`config.mk`:
```
export PLATFORM = sky130hd
export DESIGN_NAME = spi_slave_daisy_chain
export DESIGN_NICKNAME = d
export VERILOG_FILES = /design/src/spi_daisy_pkg.sv /design/src/spi_sync2.sv /design/src/spi_slave_daisy_chain.sv
export SDC_FILE = /design/constraint.sdc
export NUM_CORES = 1
export LEC_CHECK = 0
export ABC_AREA = 1
export BUFFER_PORTS_ARGS = -buffer_cell sky130_fd_sc_hd__buf_4
export CORE_MARGIN = 10
export CORE_UTILIZATION = 45
export DETAILED_ROUTE_END_ITERATION = 8
export PLACE_DENSITY_LB_ADDON = 0.05
export SLEW_MARGIN = 25
export SYNTH_ARGS = -nofsm -noshare
export SYNTH_HDL_FRONTEND = slang
export SYNTH_HIERARCHICAL = 1
export SYNTH_SLANG_ARGS = --single-unit
```
`constraint.sdc`:
```
create_clock -name mclk -period 2.8 [get_ports mclk]
set_clock_uncertainty 0.05 [all_clocks]
set_input_delay 0.84 -clock mclk [delete_from_list [all_inputs] [get_ports mclk]]
set_output_delay 0.84 -clock mclk [all_outputs]
set_load 0.03 [all_outputs]
```
`src/spi_daisy_pkg.sv`:
```
// Constants shared by the daisy-chain SPI slave front end
package spi_daisy_pkg;
    localparam int FRAME_BITS      = 16;              // Own frame length
    localparam int CHAIN_STEP_BITS = 8;               // Extra bits come in bytes
    localparam int CNT_BITS        = 12;              // SCLK edge counter width
    localparam logic [1:0] PFX_WRITE = 2'h2;          // Write command prefix
    localparam logic [1:0] PFX_READ  = 2'h1;          // Read command prefix
    localparam logic [15:0] RESET_REPLY = 16'h0000;   // Shift register value after reset
    localparam int LEAD_NS         = 200;             // Master lead and lag time
    localparam int CLK_MHZ         = 200;             // System clock rate
    localparam int LEAD_CYC        = (LEAD_NS * CLK_MHZ) / 1000;
endpackage

```
`src/spi_sync2.sv`:
```
// Two-flop synchroniser for the SPI pins
`timescale 1ns/10ps
`default_nettype none
module spi_sync2 #(
    parameter int WIDTH = 3                 // Number of synchronised bits
) (
    input  wire logic             mclk,     // System clock
    input  wire logic             rst_n,    // Async reset, active low
    input  wire logic             clkEn,    // Clock enable
    input  wire logic [WIDTH-1:0] pinIn,    // Raw pins
    output var  logic [WIDTH-1:0] syncOut   // Synchronised pins
);
    // First and second stages
    typedef struct packed {
        logic [WIDTH-1:0] stage1;
        logic [WIDTH-1:0] stage2;
    } sync_state_t;

    sync_state_t state_r;                   // Registered state
    sync_state_t state_nxt;                 // Next state

    // Shift pins through the two stages
    always_comb begin
        state_nxt = state_r;
        if (clkEn) begin
            state_nxt.stage1 = pinIn;
            state_nxt.stage2 = state_r.stage1;
        end
    end

    // Register the stages; CS idles high
    always_ff @(posedge mclk or negedge rst_n) begin
        if (!rst_n) begin
            state_r <= '{default: '1};
        end else begin
            state_r <= state_nxt;
        end
    end

    assign syncOut = state_r.stage2;
endmodule // spi_sync2
`default_nettype wire

```
`src/spi_slave_daisy_chain.sv`:
```
// SPI slave front end with frame length check and daisy-chain support
`timescale 1ns/10ps
`default_nettype none
// Overview of operation
// - Select falling edge starts access, clears count
// - Sample input on falling, drive on rising
// - Accept only 16 plus multiple of 8
// - Select high: ignore pins, output released
// - Select falling loads reply into shifter
// - Before first clock output is error OR input
// - Sleep at select fall keeps output released, no transfer
// - Valid frame passes shifter to addressed register
// - Input frame MSB first, control then data
// - Reply shifted out MSB first on rising
// - One shifter passes frames down the chain
// - Answer comes in the next transfer
// - Prefix 10 writes, 01 reads, else error
module spi_slave_daisy_chain
    import spi_daisy_pkg::*;
#(
    parameter int WIDTH = FRAME_BITS        // Shift register width
) (
    input  wire logic             mclk,              // System clock 200 MHz
    input  wire logic             rst_n,             // Async reset, active low
    input  wire logic             clkEn,             // Freezes all state when low
    input  wire logic             master_select_line,// Chip select pin, active low
    input  wire logic             sclkPin,           // Serial clock pin
    input  wire logic             master_out_line,   // Serial input pin
    input  wire logic             sleepMode,         // Device sleep, same domain
    input  wire logic [WIDTH-1:0] replyData,         // Reply for next transfer
    output var  logic             master_in_line,    // Serial output value
    output var  logic             soOe,              // Serial output drive enable
    output var  logic [WIDTH-1:0] cmdData,           // Received frame
    output var  logic             cmdWrite,          // Write command pulse
    output var  logic             cmdRead,           // Read command pulse
    output var  logic             syntaxErr,         // Bad prefix pulse
    output var  logic             transfer_error_flag // Sticky length error
);
    // Transfer phases, one-hot
    typedef enum logic [2:0] {
        ST_IDLE  = 3'h1,                    // Deselected or asleep
        ST_FIRST = 3'h2,                    // Selected, before first clock
        ST_SHIFT = 3'h4                     // Clocking data
    } phase_t;

    // Whole module state
    typedef struct packed {
        phase_t           phase;
        logic             csPrev;
        logic             sclkPrev;
        logic [WIDTH-1:0] shiftReg;
        logic [CNT_BITS-1:0] edgeCnt;
        logic             soBit;
        logic             soOe;
        logic [WIDTH-1:0] cmdData;
        logic             cmdWrite;
        logic             cmdRead;
        logic             syntaxErr;
        logic             terFlag;
        logic             terShown;
    } slave_state_t;

    slave_state_t state_r;                  // Registered state
    slave_state_t state_nxt;                // Next state
    logic [2:0]   pinSync;                  // Synchronised select, clock, data
    logic         csS;                      // Select after sync
    logic         sclkS;                    // Clock after sync
    logic         siS;                      // Data after sync
    logic         csFall;                   // Select falling edge
    logic         csRise;                   // Select rising edge
    logic         sclkFall;                 // Clock falling edge
    logic         sclkRise;                 // Clock rising edge
    logic         lenOk;                    // Frame length valid

    // Pins cross into the mclk domain
    spi_sync2 #(.WIDTH(3)) u_sync (
        .mclk    (mclk),
        .rst_n   (rst_n),
        .clkEn   (clkEn),
        .pinIn   ({master_select_line, sclkPin, master_out_line}),
        .syncOut (pinSync)
    );

    assign csS      = pinSync[2];
    assign sclkS    = pinSync[1];
    assign siS      = pinSync[0];
    assign csFall   = state_r.csPrev & ~csS;
    assign csRise   = ~state_r.csPrev & csS;
    assign sclkFall = state_r.sclkPrev & ~sclkS;
    assign sclkRise = ~state_r.sclkPrev & sclkS;
    // length check: 16, 24, 32 ...
    assign lenOk    = (state_r.edgeCnt >= CNT_BITS'(FRAME_BITS)) &&
                      (state_r.edgeCnt[2:0] == 3'h0);

    // Next-state logic for the whole transfer
    always_comb begin
        state_nxt          = state_r;
        state_nxt.csPrev   = csS;
        state_nxt.sclkPrev = sclkS;
        state_nxt.cmdWrite = 1'b0;
        state_nxt.cmdRead  = 1'b0;
        state_nxt.syntaxErr = 1'b0;
        case (state_r.phase)
            ST_IDLE: begin
                state_nxt.soOe = 1'b0;
                if (csFall && !sleepMode) begin
                    state_nxt.edgeCnt  = '0;
                    state_nxt.shiftReg = replyData;
                    state_nxt.terShown = state_r.terFlag;
                    state_nxt.soBit    = state_r.terFlag | siS;
                    state_nxt.soOe     = 1'b1;
                    state_nxt.phase    = ST_FIRST;
                end
            end
            ST_FIRST, ST_SHIFT: begin
                // follow input until first rising clock
                if (state_r.phase == ST_FIRST) begin
                    state_nxt.soBit = state_r.terFlag | siS;
                end
                if (sclkRise) begin
                    state_nxt.soBit = state_r.shiftReg[WIDTH-1];
                    state_nxt.phase = ST_SHIFT;
                end
                if (sclkFall) begin
                    state_nxt.shiftReg = {state_r.shiftReg[WIDTH-2:0], siS};
                    if (state_r.edgeCnt != '1) begin
                        state_nxt.edgeCnt = state_r.edgeCnt + 1'b1;
                    end
                end
                if (csRise) begin
                    state_nxt.soOe  = 1'b0;
                    state_nxt.phase = ST_IDLE;
                    if (lenOk) begin
                        if (state_r.terShown) begin
                            state_nxt.terFlag = 1'b0;
                        end
                        state_nxt.cmdData = state_r.shiftReg;
                        case (state_r.shiftReg[WIDTH-1 -: 2])
                            PFX_WRITE: state_nxt.cmdWrite  = 1'b1;
                            PFX_READ:  state_nxt.cmdRead   = 1'b1;
                            default:   state_nxt.syntaxErr = 1'b1;
                        endcase
                    end else begin
                        state_nxt.terFlag = 1'b1;
                    end
                end
            end
            default: begin
                state_nxt.phase = ST_IDLE;
                state_nxt.soOe  = 1'b0;
            end
        endcase
    end

    // State register with clock enable
    always_ff @(posedge mclk or negedge rst_n) begin
        if (!rst_n) begin
            state_r          <= '0;
            state_r.phase    <= ST_IDLE;
            state_r.csPrev   <= 1'b1;
            state_r.shiftReg <= WIDTH'(RESET_REPLY);
        end else if (clkEn) begin
            state_r <= state_nxt;
        end
    end

    // Outputs straight from flops
    assign master_in_line      = state_r.soBit;
    assign soOe                = state_r.soOe;
    assign cmdData             = state_r.cmdData;
    assign cmdWrite            = state_r.cmdWrite;
    assign cmdRead             = state_r.cmdRead;
    assign syntaxErr           = state_r.syntaxErr;
    assign transfer_error_flag = state_r.terFlag;

    // Checks
    a_idle_released: assert property (@(posedge mclk) disable iff (!rst_n)
        (state_r.phase == ST_IDLE && csS && $past(csS)) |-> !soOe)
        else $error("output driven while deselected");
    a_sleep_blocks: assert property (@(posedge mclk) disable iff (!rst_n)
        (clkEn && state_r.phase == ST_IDLE && csFall && sleepMode) |=> !soOe)
        else $error("output driven in sleep");
    a_bad_len_err: assert property (@(posedge mclk) disable iff (!rst_n)
        (clkEn && state_r.phase != ST_IDLE && csRise && !lenOk)
        |=> transfer_error_flag && !cmdWrite && !cmdRead)
        else $error("bad length not flagged");
    a_good_len_cmd: assert property (@(posedge mclk) disable iff (!rst_n)
        (clkEn && state_r.phase != ST_IDLE && csRise && lenOk)
        |=> (cmdWrite || cmdRead || syntaxErr) && cmdData == $past(state_r.shiftReg))
        else $error("valid frame not passed on");
    a_first_or: assert property (@(posedge mclk) disable iff (!rst_n)
        (clkEn && state_r.phase == ST_IDLE && csFall && !sleepMode)
        |=> soOe && master_in_line == ($past(state_r.terFlag) | $past(siS)))
        else $error("first bit not error OR input");
    a_load_reply: assert property (@(posedge mclk) disable iff (!rst_n)
        (clkEn && state_r.phase == ST_IDLE && csFall && !sleepMode)
        |=> state_r.shiftReg == $past(replyData) && state_r.edgeCnt == 0)
        else $error("reply not loaded");
    a_msb_out: assert property (@(posedge mclk) disable iff (!rst_n)
        (clkEn && state_r.phase != ST_IDLE && sclkRise && !csRise)
        |=> master_in_line == $past(state_r.shiftReg[WIDTH-1]))
        else $error("wrong bit shifted out");
    a_sample_in: assert property (@(posedge mclk) disable iff (!rst_n)
        (clkEn && state_r.phase != ST_IDLE && sclkFall && !csRise)
        |=> state_r.shiftReg[0] == $past(siS))
        else $error("input not sampled");
    c_good_write: cover property (@(posedge mclk) cmdWrite);
    c_good_read: cover property (@(posedge mclk) cmdRead);
    c_len_error: cover property (@(posedge mclk) $rose(transfer_error_flag));
    c_err_clear: cover property (@(posedge mclk) $fell(transfer_error_flag));
endmodule // spi_slave_daisy_chain
`default_nettype wire

```
==> impl_metrics.ini, run 1 <==
[job]
cap_violations = 0

[global_route]
grt_start_max_net_pins = 63
grt_antenna_before_repair = 0
grt_pass1_vias = 2751
grt_use_total_pct = 14.2
use_met3_pct = 5.13
grt_pass1_wl_mm = 13.1
grt-busiest-layer = met2
overflow = 0
grtUsageMet1_pct = 18.0
met2_usage_pct = 22.1

[clock_network]
cts-buffers-inserted = 9
postCtsSetupRepairBufs = 0
cts_sinks = 62
cts_tree = done
htree_levels = 3
clk_pin_slew_ps = 70
cts_resized = 0
clock_path_buffers = 2
cts_hold_buf = 0
clkLatencyLatePin_ps = 340
clock-root-buffer = clkbuf_8

[layout]
syn_to_final_growth_pct = 14.4
fill_cells = 718
drive_above_1_share_pct = 17.5
diodes = 0
fin_cells = 586
stdcell_area_sq_um = 3830
nets = 509

[synth]
avgSynthCellArea_sq_um = 7.33
synthArstFlopShare_pct = 100
synth_edf_count = 0
synth_seq_cells = 62
synth.most_common_cell = nand2_1
syn-cell-area_sq_um = 3350
ys_top_cells_by_count = nand2_1, dfrtp_1, nor2_1
synth_top_cells_by_area = dfrtp_1, nand2_1, dfstp_2, buf_4, o21ai_0
synth.largest_area_cell = dfrtp_1
synth_ff_type = dfrtp_1
ys_types = 25
synth_nets = 484
synth-seq-area-share_pct = 46.6
syn_inst = 457
synth.top_cell.area_share_pct = 40.3
synth-warning-count = 6

[timing]
hold_viol = 0
post-route-period-util_pct = 76.0
totalNegativeSetupSlack_ps = 0
tightest_slew_ps = 794
finalCriticalPeriod_ps = 2130
setup_violations = 0
slew_viol_final = 0
hold_ws_ps = 413
rsz0062_at_grt = false
fmax_mhz = 470
slew_headroom_pct = 47.1

[placed_design]
hpwl_mm = 5.12
port_buffers = 44
dpl-instance-area_sq_um = 3600
placedCellCount = 570
place.gp.congestion = 0.810

[setup_path]
worstPathRequired_ps = 3030
cp_max_fo = 33
cp.arrival_ps = 2360
path_class = flop to flop
cp-end-kind = flop
startpoint_type = flop

[pwr]
leakagePower_nw = 2.06
powerDensity_nw_per_um2 = 730
power_mw = 2.80
irDropWorstVdd_mv = 0.398

[die]
start_util_pct = 46.2
core-area_sq_um = 7250
die_area_sq_um = 11300
ios = 45
rows = 31
die_y_um = 106
die_width_um = 106

[drt]
first_iter_violations = 106
first_pass_iters = 5
drc = 0
ant_nets = 0
routed_wirelength_mm = 7.60
wire_per_inst_um = 13.0
avgViaCountPerCell = 4.73
vias = 2770

[min_path]
min_path_type = flop to flop

[status]
status = finished, final reports clean
-- power breakdown --
part | leakage, nW | switching (mW) | internal, mW | total, mW
logic | 1.11 | 0.505 | 0.200 | 0.705
registers | 0.831 | 0.124 | 1.05 | 1.18
clock network | 0.116 | 0.368 | 0.550 | 0.918
total | 2.06 | 0.997 | 1.80 | 2.80
-- layout by cell type (no fill, tap or decap), types with 2 or more instances in the layout --
cell type and instances:
nand3_4 3, inv_2 4, dfstp_2 8, clkbuf_8 11, ha_1 4, buf_4 45
a21oi_1 2, inv_1 26, nor3_1 4, dfrtp_1 54, nand4_1 5, nand2_1 220
nor2_4 2, clkinv_1 2, o21ai_0 28, nand2_2 4, nand3_1 26, bufinv_16 2
nor2_1 29
-- flip-flops by register name, summed over array words and instances, names as in the netlist, 3 cells and up --
| signal | cells |
|---|---|
| u_sync/state_r | 3 |
| u_sync/syncOut | 3 |
| cmdData | 16 |
| state_r | 34 |
-- logic make-up (layout without fill, tap and decap cells) --
group	count (synthesis)	count (layout)	synth area share, %
and+or+nand+nor	295	295	36.8
buffers and inverters	64	94	10.1
DFF	62	62	46.6
AOI/OAI and AO/OA	30	30	4.48
adders and majority gates	4	4	1.49
xor gates and xnor gates	2	2	0.523
-- critical path, stage by stage, from the launching register on --
cell	delay, ps
dfrtp_1	410
nand2_1	160
nand3_4	360
nand2_2	220
nand3_4	190
nor2_2	470
nand2_1	110
nand2_1	90
-- metrics by stage --
step,util [%],setup WS [ps]
floorplan,-,1080
global placement,49.6,624
detailed placement,49.6,580
CTS,52.8,642
global route,52.8,439
finish,52.8,672
-- layout make-up --
class	count	area [sq um]	area share, %
Inverter	33	126	3.30
Sequential cell	62	1560	40.7
Multi-Input combinational cell	331	1450	37.8
Clock buffer	11	151	3.95
Clock inverter	5	81.3	2.12
Timing Repair Buffer	45	338	8.81
Tap cell	99	124	3.23
-- per-layer routing --
layer	wire, um	vias up
li1	-	1453
met1	3670	1253
met2	3390	57
met3	455	7
met4	83	0
met5	0	-
-- worst paths after layout --
path	slack (ps)	end	from	cells after the start
min reg2reg	410	u_sync/syncOut[2]$_DFFE_PN1P_	u_sync/syncOut[2]$_DFFE_PN1P_	2
max	670	state_r[26]$_DFFE_PN0P_	state_r[55]$_DFFE_PN0P_	7
min	410	u_sync/syncOut[2]$_DFFE_PN1P_	u_sync/syncOut[2]$_DFFE_PN1P_	2
max in group asynchronous	1650	cmdWrite$_DFFE_PN0P_	rst_n	1
max reg2reg	670	state_r[26]$_DFFE_PN0P_	state_r[55]$_DFFE_PN0P_	7
min in group asynchronous	530	state_r[34]$_DFFE_PN0P_	rst_n	1
Note: power is estimated with default switching activity, not from simulation.
==> inputs of run 2 (changes only) <==
==> constraint.sdc (replaced) <==
create_clock -name mclk -period 1.95 [get_ports mclk]
set_clock_uncertainty 0.05 [all_clocks]
set_input_delay 0.585 -clock mclk [delete_from_list [all_inputs] [get_ports mclk]]
set_output_delay 0.585 -clock mclk [all_outputs]
set_load 0.03 [all_outputs]
==> run 2 against run 1 <==
Against the previous run: combinational power grew 50%; non-clock buffer count grew 10; global-route usage grew 0.089 points; count of clock-buffer cells in the layout is 1 higher; via count rose by 2.2%; design area grew 1.4%; critical path depth grew 2; first-iteration DRC count is 6.6% lower; sequential power is 43% higher; sequential share of layout area fell by 0.58 points; cell count increased by 1.7%; worst hold slack worse by 300 ps; largest power group unchanged.
==> impl_metrics.ini, run 2 (synthesis gave the netlist of run 1 again) <==
[status]
status = finished, final reports clean

[clock_network]
cts_resized = 0
clk_pin_slew_ps = 60
cts-buffers-inserted = 9
clkLatencyLatePin_ps = 340
clock_path_buffers = 2
postCtsSetupRepairBufs = 0
cts_tree = done
clock-root-buffer = clkbuf_8
cts_hold_buf = 0
cts_sinks = 62
htree_levels = 3

[timing]
fmax_mhz = 568
post-route-period-util_pct = 90.3
totalNegativeSetupSlack_ps = 0
slew_headroom_pct = 73.2
hold_ws_ps = 117
rsz0062_at_grt = false
slew_viol_final = 0
finalCriticalPeriod_ps = 1760
setup_violations = 0
tightest_slew_ps = 401
layout_setup_ws_ps = 189
hold_viol = 0

[setup_path]
reg2reg_from = state_r[23]$_DFFE_PN0P_
timing.rr.end = state_r[26]$_DFFE_PN0P_
cp_max_fo = 12
critPathLaunch = state_r[23]$_DFFE_PN0P_
crit_chain = ha_1, nand3_1, inv_2, nand3_2, nor2_4, nor2_2, buf_4, nand2_1, nand2_1
crit_end = state_r[26]$_DFFE_PN0P_
rrSetupSlack_ps = 190
cp-end-kind = flop
reg2regPathDepth = 9
cp.arrival_ps = 1930
startpoint_type = flop
cp_slowest_stage_delay_ps = 460
worstPathRequired_ps = 2120
path_class = flop to flop
cpMostUsedCell = nand2_1
crit_slowest_cell = dfrtp_1

[placed_design]
place.gp.congestion = 0.828
port_buffers = 44
dpl-instance-area_sq_um = 3690
place_ws_ps = 128
hpwl_mm = 5.59

[min_path]
min_path_type = input port to async pin

[drt]
first_pass_iters = 5
drc = 0
first_iter_violations = 99
wire_per_inst_um = 13.1
routed_wirelength_mm = 7.79
avgViaCountPerCell = 4.75
ant_nets = 0
vias = 2831

[layout]
layout_common_cells = nand2_1, dfrtp_1, buf_4
syn_to_final_growth_pct = 16.0
layout_commonest_cell = nand2_1
stdcell_area_sq_um = 3890
postLayoutCoreUtil_pct = 53.6
largest_reg_flops = 34
multi_input_area_sq_um = 1450
fill_cells = 739
nets = 519
ff_latch_area_sq_um = 1560
drive_above_1_share_pct = 18.9
diodes = 0
regMostFlops = state_r

[die]
core-area_sq_um = 7250
ios = 45
die_area_sq_um = 11300
die_width_um = 106
start_util_pct = 46.2
die_y_um = 106
rows = 31

[job]
cap_violations = 0

[global_route]
grt_start_max_net_pins = 30
grt_use_total_pct = 14.3
grt_pass1_vias = 2749
grt_pass1_wl_mm = 13.2
overflow = 0
grt_antenna_before_repair = 0

[pwr]
powerDensity_nw_per_um2 = 1010
leakagePower_nw = 2.10
irDropWorstVdd_mv = 0.554
[run 2: cell type report]
type	instances	share of cell area [%]
clock buffers	12	3.99
repair buffers	55	10.9
flip-flops and latches	62	40.2
inverters	33	3.25
multi-input cells	331	37.3
well taps	99	3.19
clock inverters	4	1.16
[run 2: worst min path at each step]
stage	endpoint	slack [ps]
floorplan	cmdData[0]$_DFFE_PN0P_	240
global placement	u_sync/syncOut[1]$_DFFE_PN1P_	400
detailed placement	u_sync/syncOut[1]$_DFFE_PN1P_	400
CTS	state_r[34]$_DFFE_PN0P_	130
global route	cmdData[14]$_DFFE_PN0P_	140
finish	state_r[34]$_DFFE_PN0P_	120
[run 2: power breakdown]
part	internal, mW	switching (mW)
registers	1.51	0.181
clock network	0.654	0.509
logic	0.337	0.727
[run 2: critical path: cells and delay by family, from the launching register on]
family / cells / cell delay, ps
AND/OR/NAND/NOR: 6 / 560
adder cells (fa/ha/maj): 1 / 290
flip-flops: 1 / 460
buffers and inverters: 2 / 280
[run 2: through the flow]
step / cells / power (mW)
2_1_floorplan: 457 / 2.44
3_3_place_gp: 580 / 2.76
3_5_place_dp: 580 / 2.79
4_1_cts: 596 / 3.96
5_1_grt: 596 / 4.19
6_report: 596 / 3.92
[run 2: metal layers]
metal	share of wire, %	wire [um]	global-route usage [%]
met5	0	0	0
met4	1.7	130	6.29
met3	5.1	398	3.68
met2	44	3460	20.8
met1	49	3800	19.4
